## src/acs_pkg.sv

```systemverilog
/*
 * Constants and types shared by the channel sequencer and its result store.
 * Assumes a 32-bit Avalon-MM register bus with byte addresses.
 */
package acs_pkg;
    // Register byte offsets
    localparam logic [7:0] ACS_CTRL_OFS    = 8'h00; // Conversion control
    localparam logic [7:0] ACS_STAT_OFS    = 8'h04; // Sequence status
    localparam logic [7:0] ACS_RIGHT_BASE  = 8'h40; // Right unsigned view, 8 words
    localparam logic [7:0] ACS_LSIGN_BASE  = 8'h60; // Left signed view, 8 words
    localparam logic [7:0] ACS_LUNS_BASE   = 8'h80; // Left unsigned view, 8 words

    // Control field positions
    localparam int ACS_SCAN_BIT   = 6;  // Continuous scan
    localparam int ACS_MULTICHANNEL_ENABLE_BIT   = 5;  // Multichannel enable
    localparam int ACS_EIGHT_BIT  = 4;  // Eight-conversion select
    localparam int ACS_CODE_LSB   = 0;  // Channel code, 4 bits

    // Status field positions
    localparam int ACS_SCF_BIT    = 15; // Sequence complete
    localparam int ACS_CTR_LSB    = 8;  // Conversion counter, 3 bits
    localparam int ACS_CCF_LSB    = 0;  // Slot complete flags, 8 bits

    // Reset values
    localparam logic [6:0] ACS_CTRL_RST = 7'h00;
    localparam logic [7:0] ACS_CCF_RST  = 8'h00;
    localparam logic [2:0] ACS_CTR_RST  = 3'h0;

    // Sequence lengths, last counter value
    localparam logic [2:0] ACS_LAST_OF_FOUR  = 3'h3;
    localparam logic [2:0] ACS_LAST_OF_EIGHT = 3'h7;

    // Bus slave states
    typedef enum logic [2:0] {
        ACS_BUS_IDLE  = 3'b001,
        ACS_BUS_FETCH = 3'b010,
        ACS_BUS_ACK   = 3'b100
    } acs_bus_state_type;

    // Sequencer states
    typedef enum logic [2:0] {
        ACS_SEQ_IDLE  = 3'b001,
        ACS_SEQ_START = 3'b010,
        ACS_SEQ_WAIT  = 3'b100
    } acs_seq_state_type;
endpackage : acs_pkg

```

## src/acs_channel_sequencer.sv

```systemverilog
/*
 * Channel selection and result routing of a converter sequencer,
 * with an Avalon-MM register slave.
 * Assumes a converter core on sys_clk that takes convStart, samples the
 * source on convSource, and returns convDone with convData.
 */
// The placing of the registers and the Avalon-MM slave port are this design's own decisions.
`timescale 1ns/100ps
`default_nettype none
//Contract
// - Single mode: every conversion samples channel code
// - Single mode results fill slots 0-3 or 0-7
// - Multi four: upper code bits choose group
// - Multi eight: top code bit chooses bank
// - Slot readable in three formats by address
// - Control write restarts sequence, clears flags
// - Slot flag set at done, cleared by read
// - Counter shows next slot to write
// - Sequence flag set at first sequence end
module acs_channel_sequencer
    import acs_pkg::*;
#(
    parameter int DATA_WIDTH = 10
)(
    input  wire logic                  sys_clk,
    input  wire logic                  resetn,
    input  wire logic [7:0]            address,
    input  wire logic                  read,
    input  wire logic                  write,
    input  wire logic [31:0]           writedata,
    output var  logic [31:0]           readdata,
    output var  logic                  waitrequest,
    output var  logic                  convStart,
    output var  logic [3:0]            convSource,
    input  wire logic                  convDone,
    input  wire logic [DATA_WIDTH-1:0] convData
);
    // Bus state
    acs_bus_state_type busState_q, busState_d;
    logic [31:0]       rdData_q, rdData_d;     // Read data register
    logic              waitReq_q, waitReq_d;   // High except on answer cycle
    logic [7:0]        addr_q, addr_d;         // Latched address
    logic              isWrite_q, isWrite_d;   // Latched direction
    logic [31:0]       wData_q, wData_d;       // Latched write data

    // Sequencer state
    acs_seq_state_type seqState_q, seqState_d;
    logic [6:0]        ctrl_q, ctrl_d;         // Scan, multichannel_enable, eight, code
    logic              scf_q, scf_d;           // Sequence complete
    logic [7:0]        ccf_q, ccf_d;           // Slot complete flags
    logic [2:0]        ctr_q, ctr_d;           // Next slot to write
    logic              start_q, start_d;       // Start pulse to core
    logic [3:0]        src_q, src_d;           // Source to core

    logic [DATA_WIDTH-1:0] slotData;           // Registered slot read
    logic [15:0]           fmtView;            // Formatted result view
    logic                  ctrlWrite;          // Control write takes effect
    logic                  slotRead;           // Slot read completes
    logic                  storeEn;            // Result stored this cycle

    assign ctrlWrite = (busState_q == ACS_BUS_ACK) && isWrite_q && (addr_q == ACS_CTRL_OFS);
    assign slotRead  = (busState_q == ACS_BUS_ACK) && !isWrite_q && (addr_q >= ACS_RIGHT_BASE)
                       && (addr_q < ACS_LUNS_BASE + 8'h20);
    // A done pulse standing beside our own start pulse is from an aborted conversion
    assign storeEn   = (seqState_q == ACS_SEQ_WAIT) && convDone && !start_q && !ctrlWrite;

    // Result slots, routed by counter
    acs_result_store #(
        .DATA_WIDTH (DATA_WIDTH),
        .DEPTH      (8)
    ) u_store (
        .sys_clk    (sys_clk),
        .writeEn    (storeEn),
        .writeIdx   (ctr_q),
        .writeData  (convData),
        .readIdx    (address[4:2]),
        .readData_q (slotData)
    );

    // Result view chosen by address window
    always_comb
    begin
        fmtView = 16'h0000;
        if (addr_q >= ACS_LUNS_BASE)
        begin
            fmtView = {slotData, 6'h00};
        end
        else if (addr_q >= ACS_LSIGN_BASE)
        begin
            fmtView = {~slotData[9], slotData[8:0], 6'h00};
        end
        else
        begin
            fmtView = {6'h00, slotData};
        end
    end

    // Bus slave next state; answers on third edge after request
    always_comb
    begin
        busState_d = busState_q;
        rdData_d   = rdData_q;
        waitReq_d  = 1'b1;
        addr_d     = addr_q;
        isWrite_d  = isWrite_q;
        wData_d    = wData_q;
        unique case (busState_q)
            ACS_BUS_IDLE:
            begin
                // Latch request; memory read starts now
                if (read || write)
                begin
                    addr_d     = address;
                    isWrite_d  = write;
                    wData_d    = writedata;
                    busState_d = ACS_BUS_FETCH;
                end
            end
            ACS_BUS_FETCH:
            begin
                // Build read data; unmapped reads give zero
                rdData_d = 32'h0000_0000;
                if (addr_q == ACS_CTRL_OFS)
                begin
                    rdData_d = {25'h0, ctrl_q};
                end
                else if (addr_q == ACS_STAT_OFS)
                begin
                    rdData_d = {16'h0, scf_q, 4'h0, ctr_q, ccf_q};
                end
                else if (addr_q[1:0] == 2'b00 && addr_q >= ACS_RIGHT_BASE
                         && addr_q < ACS_LUNS_BASE + 8'h20)
                begin
                    rdData_d = {16'h0, fmtView};
                end
                waitReq_d  = 1'b0;
                busState_d = ACS_BUS_ACK;
            end
            ACS_BUS_ACK:
            begin
                busState_d = ACS_BUS_IDLE;
            end
        endcase
    end

    // Bus slave registers
    always_ff @(posedge sys_clk)
    begin
        if (!resetn)
        begin
            busState_q <= ACS_BUS_IDLE;
            rdData_q   <= 32'h0000_0000;
            waitReq_q  <= 1'b1;
            addr_q     <= 8'h00;
            isWrite_q  <= 1'b0;
            wData_q    <= 32'h0000_0000;
        end
        else
        begin
            busState_q <= busState_d;
            rdData_q   <= rdData_d;
            waitReq_q  <= waitReq_d;
            addr_q     <= addr_d;
            isWrite_q  <= isWrite_d;
            wData_q    <= wData_d;
        end
    end

    // Sequencer next state
    always_comb
    begin
        seqState_d = seqState_q;
        ctrl_d     = ctrl_q;
        scf_d      = scf_q;
        ccf_d      = ccf_q;
        ctr_d      = ctr_q;
        start_d    = 1'b0;
        src_d      = src_q;
        // Read of a slot clears its flag; a set below overrides
        if (slotRead)
        begin
            ccf_d[addr_q[4:2]] = 1'b0;
        end
        if (ctrlWrite)
        begin
            // Any control write aborts and restarts from slot zero
            ctrl_d     = wData_q[6:0];
            scf_d      = 1'b0;
            ccf_d      = ACS_CCF_RST;
            ctr_d      = ACS_CTR_RST;
            seqState_d = ACS_SEQ_START;
        end
        else
        begin
            unique case (seqState_q)
                ACS_SEQ_IDLE:
                begin
                    seqState_d = ACS_SEQ_IDLE;
                end
                ACS_SEQ_START:
                begin
                    // Pick source from mode, code and counter
                    if (!ctrl_q[ACS_MULTICHANNEL_ENABLE_BIT])
                    begin
                        src_d = ctrl_q[3:0];
                    end
                    else if (!ctrl_q[ACS_EIGHT_BIT])
                    begin
                        src_d = {ctrl_q[3:2], ctr_q[1:0]};
                    end
                    else
                    begin
                        src_d = {ctrl_q[3], ctr_q};
                    end
                    start_d    = 1'b1;
                    seqState_d = ACS_SEQ_WAIT;
                end
                ACS_SEQ_WAIT:
                begin
                    // Core cannot answer in the start cycle; such a done is stale
                    if (convDone && !start_q)
                    begin
                        ccf_d[ctr_q] = 1'b1;
                        if (ctr_q == (ctrl_q[ACS_EIGHT_BIT] ? ACS_LAST_OF_EIGHT
                                                            : ACS_LAST_OF_FOUR))
                        begin
                            // Sticky: stays set through further scans
                            scf_d      = 1'b1;
                            ctr_d      = ACS_CTR_RST;
                            seqState_d = ctrl_q[ACS_SCAN_BIT] ? ACS_SEQ_START
                                                              : ACS_SEQ_IDLE;
                        end
                        else
                        begin
                            ctr_d      = ctr_q + 3'h1;
                            seqState_d = ACS_SEQ_START;
                        end
                    end
                end
            endcase
        end
    end

    // Sequencer registers
    always_ff @(posedge sys_clk)
    begin
        if (!resetn)
        begin
            seqState_q <= ACS_SEQ_IDLE;
            ctrl_q     <= ACS_CTRL_RST;
            scf_q      <= 1'b0;
            ccf_q      <= ACS_CCF_RST;
            ctr_q      <= ACS_CTR_RST;
            start_q    <= 1'b0;
            src_q      <= 4'h0;
        end
        else
        begin
            seqState_q <= seqState_d;
            ctrl_q     <= ctrl_d;
            scf_q      <= scf_d;
            ccf_q      <= ccf_d;
            ctr_q      <= ctr_d;
            start_q    <= start_d;
            src_q      <= src_d;
        end
    end

    // Outputs straight from flops
    assign readdata    = rdData_q;
    assign waitrequest = waitReq_q;
    assign convStart   = start_q;
    assign convSource  = src_q;
endmodule : acs_channel_sequencer
`default_nettype wire

```

## src/acs_result_store.sv

```systemverilog
/*
 * Eight result slots of converter data, one write port, one read port.
 * Read data come from a register one clock after the read address.
 */
`timescale 1ns/100ps
`default_nettype none
module acs_result_store
    import acs_pkg::*;
#(
    parameter int DATA_WIDTH = 10,
    parameter int DEPTH      = 8
)(
    input  wire logic                     sys_clk,
    input  wire logic                     writeEn,
    input  wire logic [$clog2(DEPTH)-1:0] writeIdx,
    input  wire logic [DATA_WIDTH-1:0]    writeData,
    input  wire logic [$clog2(DEPTH)-1:0] readIdx,
    output var  logic [DATA_WIDTH-1:0]    readData_q
);
    logic [DATA_WIDTH-1:0] slotMem [DEPTH]; // Slot storage, no reset needed

    // Write and registered read
    always_ff @(posedge sys_clk)
    begin
        if (writeEn)
        begin
            slotMem[writeIdx] <= writeData;
        end
        readData_q <= slotMem[readIdx];
    end
endmodule : acs_result_store
`default_nettype wire

```

## config.mk

```make
export PLATFORM = sky130hd
export DESIGN_NAME = acs_channel_sequencer
export DESIGN_NICKNAME = d
export VERILOG_FILES = /design/src/acs_pkg.sv /design/src/acs_channel_sequencer.sv /design/src/acs_result_store.sv
export SDC_FILE = /design/constraint.sdc
export NUM_CORES = 1
export LEC_CHECK = 0
export BUFFER_PORTS_ARGS = -buffer_cell sky130_fd_sc_hd__buf_2
export CORE_MARGIN = 3
export CORE_UTILIZATION = 50
export DETAILED_ROUTE_END_ITERATION = 8
export GPL_TIMING_DRIVEN = 1
export PLACE_DENSITY = 0.71
export SLEW_MARGIN = 20
export SYNTH_ARGS = -nofsm -noshare
export SYNTH_HDL_FRONTEND = slang
export SYNTH_SLANG_ARGS = --single-unit
```

## constraint.sdc

```tcl
create_clock -name sys_clk -period 3.4 [get_ports sys_clk]
set_clock_uncertainty 0.2 [all_clocks]
set_input_delay 0.68 -clock sys_clk [delete_from_list [all_inputs] [get_ports sys_clk]]
set_output_delay 0.68 -clock sys_clk [all_outputs]
set_load 0.02 [all_outputs]
```

Yosys cells after proc, flatten, opt, wreduce, memory -nomap -nowiden
Memory sizes are Yosys's and may differ from the RTL's. A register that Yosys moved wholly into a read port is not among the register bits.
Cells that the tools add are included.
{"block": "op_classes", "muxes": 27, "addsub": 1, "n_reduce_logical": 24, "n_eq_ne": 11, "bitwise": 6, "n_lt_le_gt_ge": 8}
{"operator": "$mux W16", "n": 5}
{"operator": "$mux W8", "n": 3}
{"operator": "$mux W3", "n": 6}
{"operator": "$pmux W3 S3", "n": 2}
{"operator": "$ge A8 B7 Y1 const B", "n": 2}
{"operator": "$logic_and A1 B1 Y1", "n": 13}
{"operator": "$and A8 B8 Y8", "n": 1}
{"operator": "$eq A8 B3 Y1 const B", "n": 1}
{"operator": "$ge A8 B8 Y1 const B", "n": 1}
{"operator": "$logic_not A8 Y1", "n": 1}
{"operator": "$lt A3 B4 Y1 const B", "n": 2}
{"operator": "$lt A8 B8 Y1 const B", "n": 1}
{"operator": "$not A8 Y8", "n": 1}
{"operator": "$or A8 B8 Y8", "n": 1}
{"operator": "$demux W1 S3", "n": 2}
{"operator": "$eq A3 B1 Y1 const B", "n": 2}
{"operator": "$eq A3 B2 Y1 const B", "n": 2}
{"operator": "$eq A3 B3 Y1 const B", "n": 2}
{"operator": "$ge A3 B1 Y1 const B", "n": 2}
{"operator": "$mux W1", "n": 6}
{"operator": "$mux W2", "n": 3}
{"operator": "$reduce_and A2 Y1", "n": 3}
{"operator": "$add A3 B1 Y3 const B", "n": 1}
{"operator": "$eq A3 B3 Y1", "n": 1}
{"operator": "other kinds (9)", "n": 13}
{"block": "totals", "ram_bits": 80, "register_bits": 79, "wordCells": 92, "out_inout_bits": 38, "n_memories": 1, "in_bits": 55}
{"memory": "u_store.slotMem", "depth": 8, "width": 10, "rd": 1, "rd_ports_with_merged_regs": 1, "wr": 1, "line": "acs_result_store.sv:20", "source": "logic [DATA_WIDTH-1:0] slotMem [DEPTH];"}

Depth between registers and ports, before layout
{"block": "logic_depth", "word_depth": 10, "mapped_depth": 6, "depth_no_buf": 6}

Hierarchy
Synthesis repeated with hierarchy kept, for this count alone.
{"block": "hier_totals", "hier_cells": 465, "hier_area_um2": 6269.8}
{"module": "acs_result_store", "seq_area_each_um2": 2602.5, "area_per_inst_um2": 3333.2, "instances": 1, "cells_per_inst": 138}
{"module": "acs_channel_sequencer", "seq_area_each_um2": 1261.2, "area_per_inst_um2": 2936.6, "instances": 1, "cells_per_inst": 327}

Least setup slack after synthesis
Ideal clock, no wire load.
{"block": "synth_path", "path_type": "input-to-reg", "start": "input port convDone", "end": "memory u_store.slotMem[1][0], enable pin", "path_slack_ns": 0.736, "n_path_buf": 1, "setup_ns": 0.390, "t_required_ns": 2.810, "cell_stages": 5, "arrival_ns": 2.074, "cell_sequence": "nand2b_1 > nor3_1 > buf_2 > nand3_1 > nor3_1"}
{"block": "synth_between", "elab_chain_cells": 5}
{"element": "start, declared", "line": "acs_channel_sequencer.sv:35", "source": "input wire logic convDone,"}
{"element": "$logic_and A1 B1 Y1 (3 in a row)", "line": "acs_channel_sequencer.sv:65", "source": "assign storeEn = (seqState_q == ACS_SEQ_WAIT) && convDone && !start_q && !ctrlWrite;"}
{"element": "$mux W1", "line": "acs_result_store.sv:25", "source": "if (writeEn)"}
{"element": "$mux W1 (implied by the code)", "line": "acs_result_store.sv:27", "source": "slotMem[writeIdx] <= writeData;"}
{"element": "end, declared", "line": "acs_result_store.sv:20"}
Every way passes these cells.

Worst setup path after layout
{"block": "layout_path", "start": "register ctr_q[0]", "end": "memory u_store.slotMem[0][6], enable pin"}
{"element": "start, declared", "line": "acs_channel_sequencer.sv:51", "source": "logic [2:0] ctr_q, ctr_d;"}
{"element": "start signal, assigned", "line": "acs_channel_sequencer.sv:263", "source": "ctr_q <= ctr_d;"}
Straight into the memory's write port.

==> results.yml <==
route:
  ant_nets: 0
  drtIter0Drc: 212
  route.detailed.drc: 0
  post_drt_wl_per_cell_um: 17.2
  finalWirelength_um: 12200
  vias_per_cell: 5.33
  vias: 3766
  firstDrtPassIters: 6
logic_synthesis:
  ys_async_sr_fraction: 0
  synth_seq_area_share: 0.624
  synthCells: 472
  syn_area_sq_um: 6190
  synthDistinctLibCells: 57
  ys.warnings.count: 0
  synth.avg_cell_area_sq_um: 13.1
  ys.flop_type: "edfxtp_1"
  synth_edf_count: 80
  synth.ff_latch_count: 153
timing:
  holdWs_ns: 0.254
  max_clock_freq_ghz: 0.423
  maxSlewHeadroom: 0.521
  post-route-min-period_ns: 2.36
  fin_crit_sh: 0.695
  fin_tns_setup_ns: 0
  hold_viol_final: 0
  finalMaxSlewViolations: 0
  rsz0062_at_grt: "no"
  worst_pin_slew_ns: 0.718
  setup-violations-final: 0
clock_tree:
  post_cts_resize_count: 0
  clkLatencyLatePin_ns: 0.42
  cts_buffer_depth: 2
  ctsHoldBuffers: 0
  root_buffer: "clkbuf_16"
  h-tree-depth: 4
  clk_pin_slew_worst_paths_ns: 0.06
  cts_tree: "done"
  cts.sinks: 153
  post_cts_buffers: 0
  cts_buffers: 17
finish:
  layoutNonFillerInstCount: 707
  fillers: 935
  layout-drive-gt1-share: 0.263
  final_core_util: 0.597
  diodes: 0
  area_growth_pct: 16.3
  nets: 582
flow_run:
  cap_violations: 0
grt:
  first_global_vias: 3728
  grt_max_degree: 37
  grt_overflow: 0
  grt_pass1_wl_um: 19300
  globalRouteTotalUtil: 0.191
  antenna_found_initial: 0
place:
  dp_hpwl_um: 8000
  routabilityCongestion: 0.879
  place_inst: 675
  port-buffer-count: 51
floorplan:
  die_area_sq_um: 13800
  die_x_um: 117
  placement_rows: 40
  ios: 93
  fp.coreArea_sq_um: 12100
  initial_core_util: 0.513
  die_h_um: 117
setup_path:
  cp_max_fo: 11
  end_kind: "register"
  crit_path_start_kind: "register"
  path_class: "reg -> reg"
  slowest_delay_ns: 0.67
  required_ns: 3.32
  crit_chain: "nor4_2 > nand2_1 > nor3_1 > buf_4"
  crit_slowest_cell: "nor4_2"
  arrival_ns: 2.28
pwr:
  peakVddDrop_mv: 0.514
  power.leakage_nw: 2.67
  power.density_nw_per_um2: 591
hold_path:
  min_path_type: "reg -> reg"
status:
  status: "completed"
==> metrics by stage <==
step / power, W / setup slack, ns / instance area, sq um
after floorplan: 0.00223 / 0.736 / 6250
after global placement: 0.00229 / 0.601 / 6550
after detailed placement: 0.00230 / 0.533 / 6550
after CTS: 0.00430 / 0.820 / 7190
after global routing: 0.00441 / 0.906 / 7200
final: 0.00426 / 1.04 / 7200
==> power breakdown <==
part	switching [W]	internal, W	total, W
Sequential	0.0000311	0.00197	0.00200
Combinational	0.000160	0.0000964	0.000256
Clock	0.000723	0.00127	0.00200
Total	0.000914	0.00334	0.00426
==> synthesized netlist by cell type (7+ instances only) <==
library cell	count	area, sq um
buf_4	17	128
mux2_2	10	113
mux2i_1	15	150
dfxtp_1	73	1460
a21boi_0	16	120
edfxtp_1	80	2400
mux4_2	20	450
nand3_1	10	50.1
nor3_1	11	55.1
o21ai_0	12	60.1
nand2_1	56	210
nor2_1	20	75.1
a21oi_1	18	90.1
o31ai_1	10	75.1
nor2b_1	17	106
clkbuf_1	16	60.1
nand2b_1	7	43.8
==> kinds of logic (layout without fill, tap and decap cells) <==
family          Yosys count  in the layout  share of synthesized area
buf+inv                  47             99                     0.0424
fa+ha+maj                 1              1                    0.00202
flops                   153            153                      0.624
simple gates            139            139                      0.117
xor+xnor                  1              1                    0.00141
compound gates           85             85                     0.0970
other cells               1             16                   0.000606
mux                      45             45                      0.115
==> state kept, by name, summed over array words and instances (netlist names) <==
| signal | flops |
|---|---|
| convStart | 1 |
| u_store.slotMem | 80 |
| ctrl_q | 7 |
| wData_q | 7 |
| u_store.readData_q | 10 |
| readdata | 16 |
| ctr_q | 3 |
| waitrequest | 1 |
| addr_q | 8 |
| convSource | 4 |
| ccf_q | 8 |
| isWrite_q | 1 |
| busState_q | 3 |
| seqState_q | 3 |
| scf_q | 1 |
==> cells in the final DEF, fill, tap and decap left out, types with 11 or more instances in the layout <==
cell / n
o21ai_0: 12
nand2_1: 56
dfxtp_1: 73
a21oi_1: 18
a21boi_0: 16
nor2_1: 17
buf_2: 51
mux4_2: 20
nor2b_1: 17
conb_1: 16
edfxtp_1: 80
nor3_1: 11
clkbuf_16: 17
mux2i_1: 15
==> area by class of cell <==
| type | instances | area [sq um] | area share |
|---|---|---|---|
| Clock buffer | 19 | 453 | 0.0629 |
| Clock inverter | 13 | 191 | 0.0266 |
| Inverter | 6 | 22.5 | 0.00313 |
| Multi-Input combinational cell | 287 | 2130 | 0.296 |
| Sequential cell | 153 | 3860 | 0.537 |
| Tap cell | 168 | 210 | 0.0292 |
| Timing Repair Buffer | 61 | 330 | 0.0459 |
==> critical path, delay by kind of cell (launching register included) <==
kind                   cells  cell delay, ns
AND/OR/NAND/NOR            3            1.16
flip-flops                 1            0.45
buffers and inverters      1            0.25
==> metal layers <==
metal | track usage | part of all wire | wire length [um]
met1 | 0.235 | 0.42 | 5150
met2 | 0.316 | 0.50 | 6040
met3 | 0.0545 | 0.060 | 725
met4 | 0.0803 | 0.021 | 253
met5 | 0 | 0 | 0
==> path summary, 6_finish.rpt <==
path | cells past startpoint | from | endpoint | slack [ns]
worst max-delay path | 4 | ctr_q[0] | u_store.slotMem[0][6] | 1.04
worst min-delay path | 2 | readdata[2] | readdata[2] | 0.25
worst max register to register | 4 | ctr_q[0] | u_store.slotMem[0][6] | 1.04
worst min register to register | 2 | readdata[2] | readdata[2] | 0.25
(Power assumes the default switching activity.)
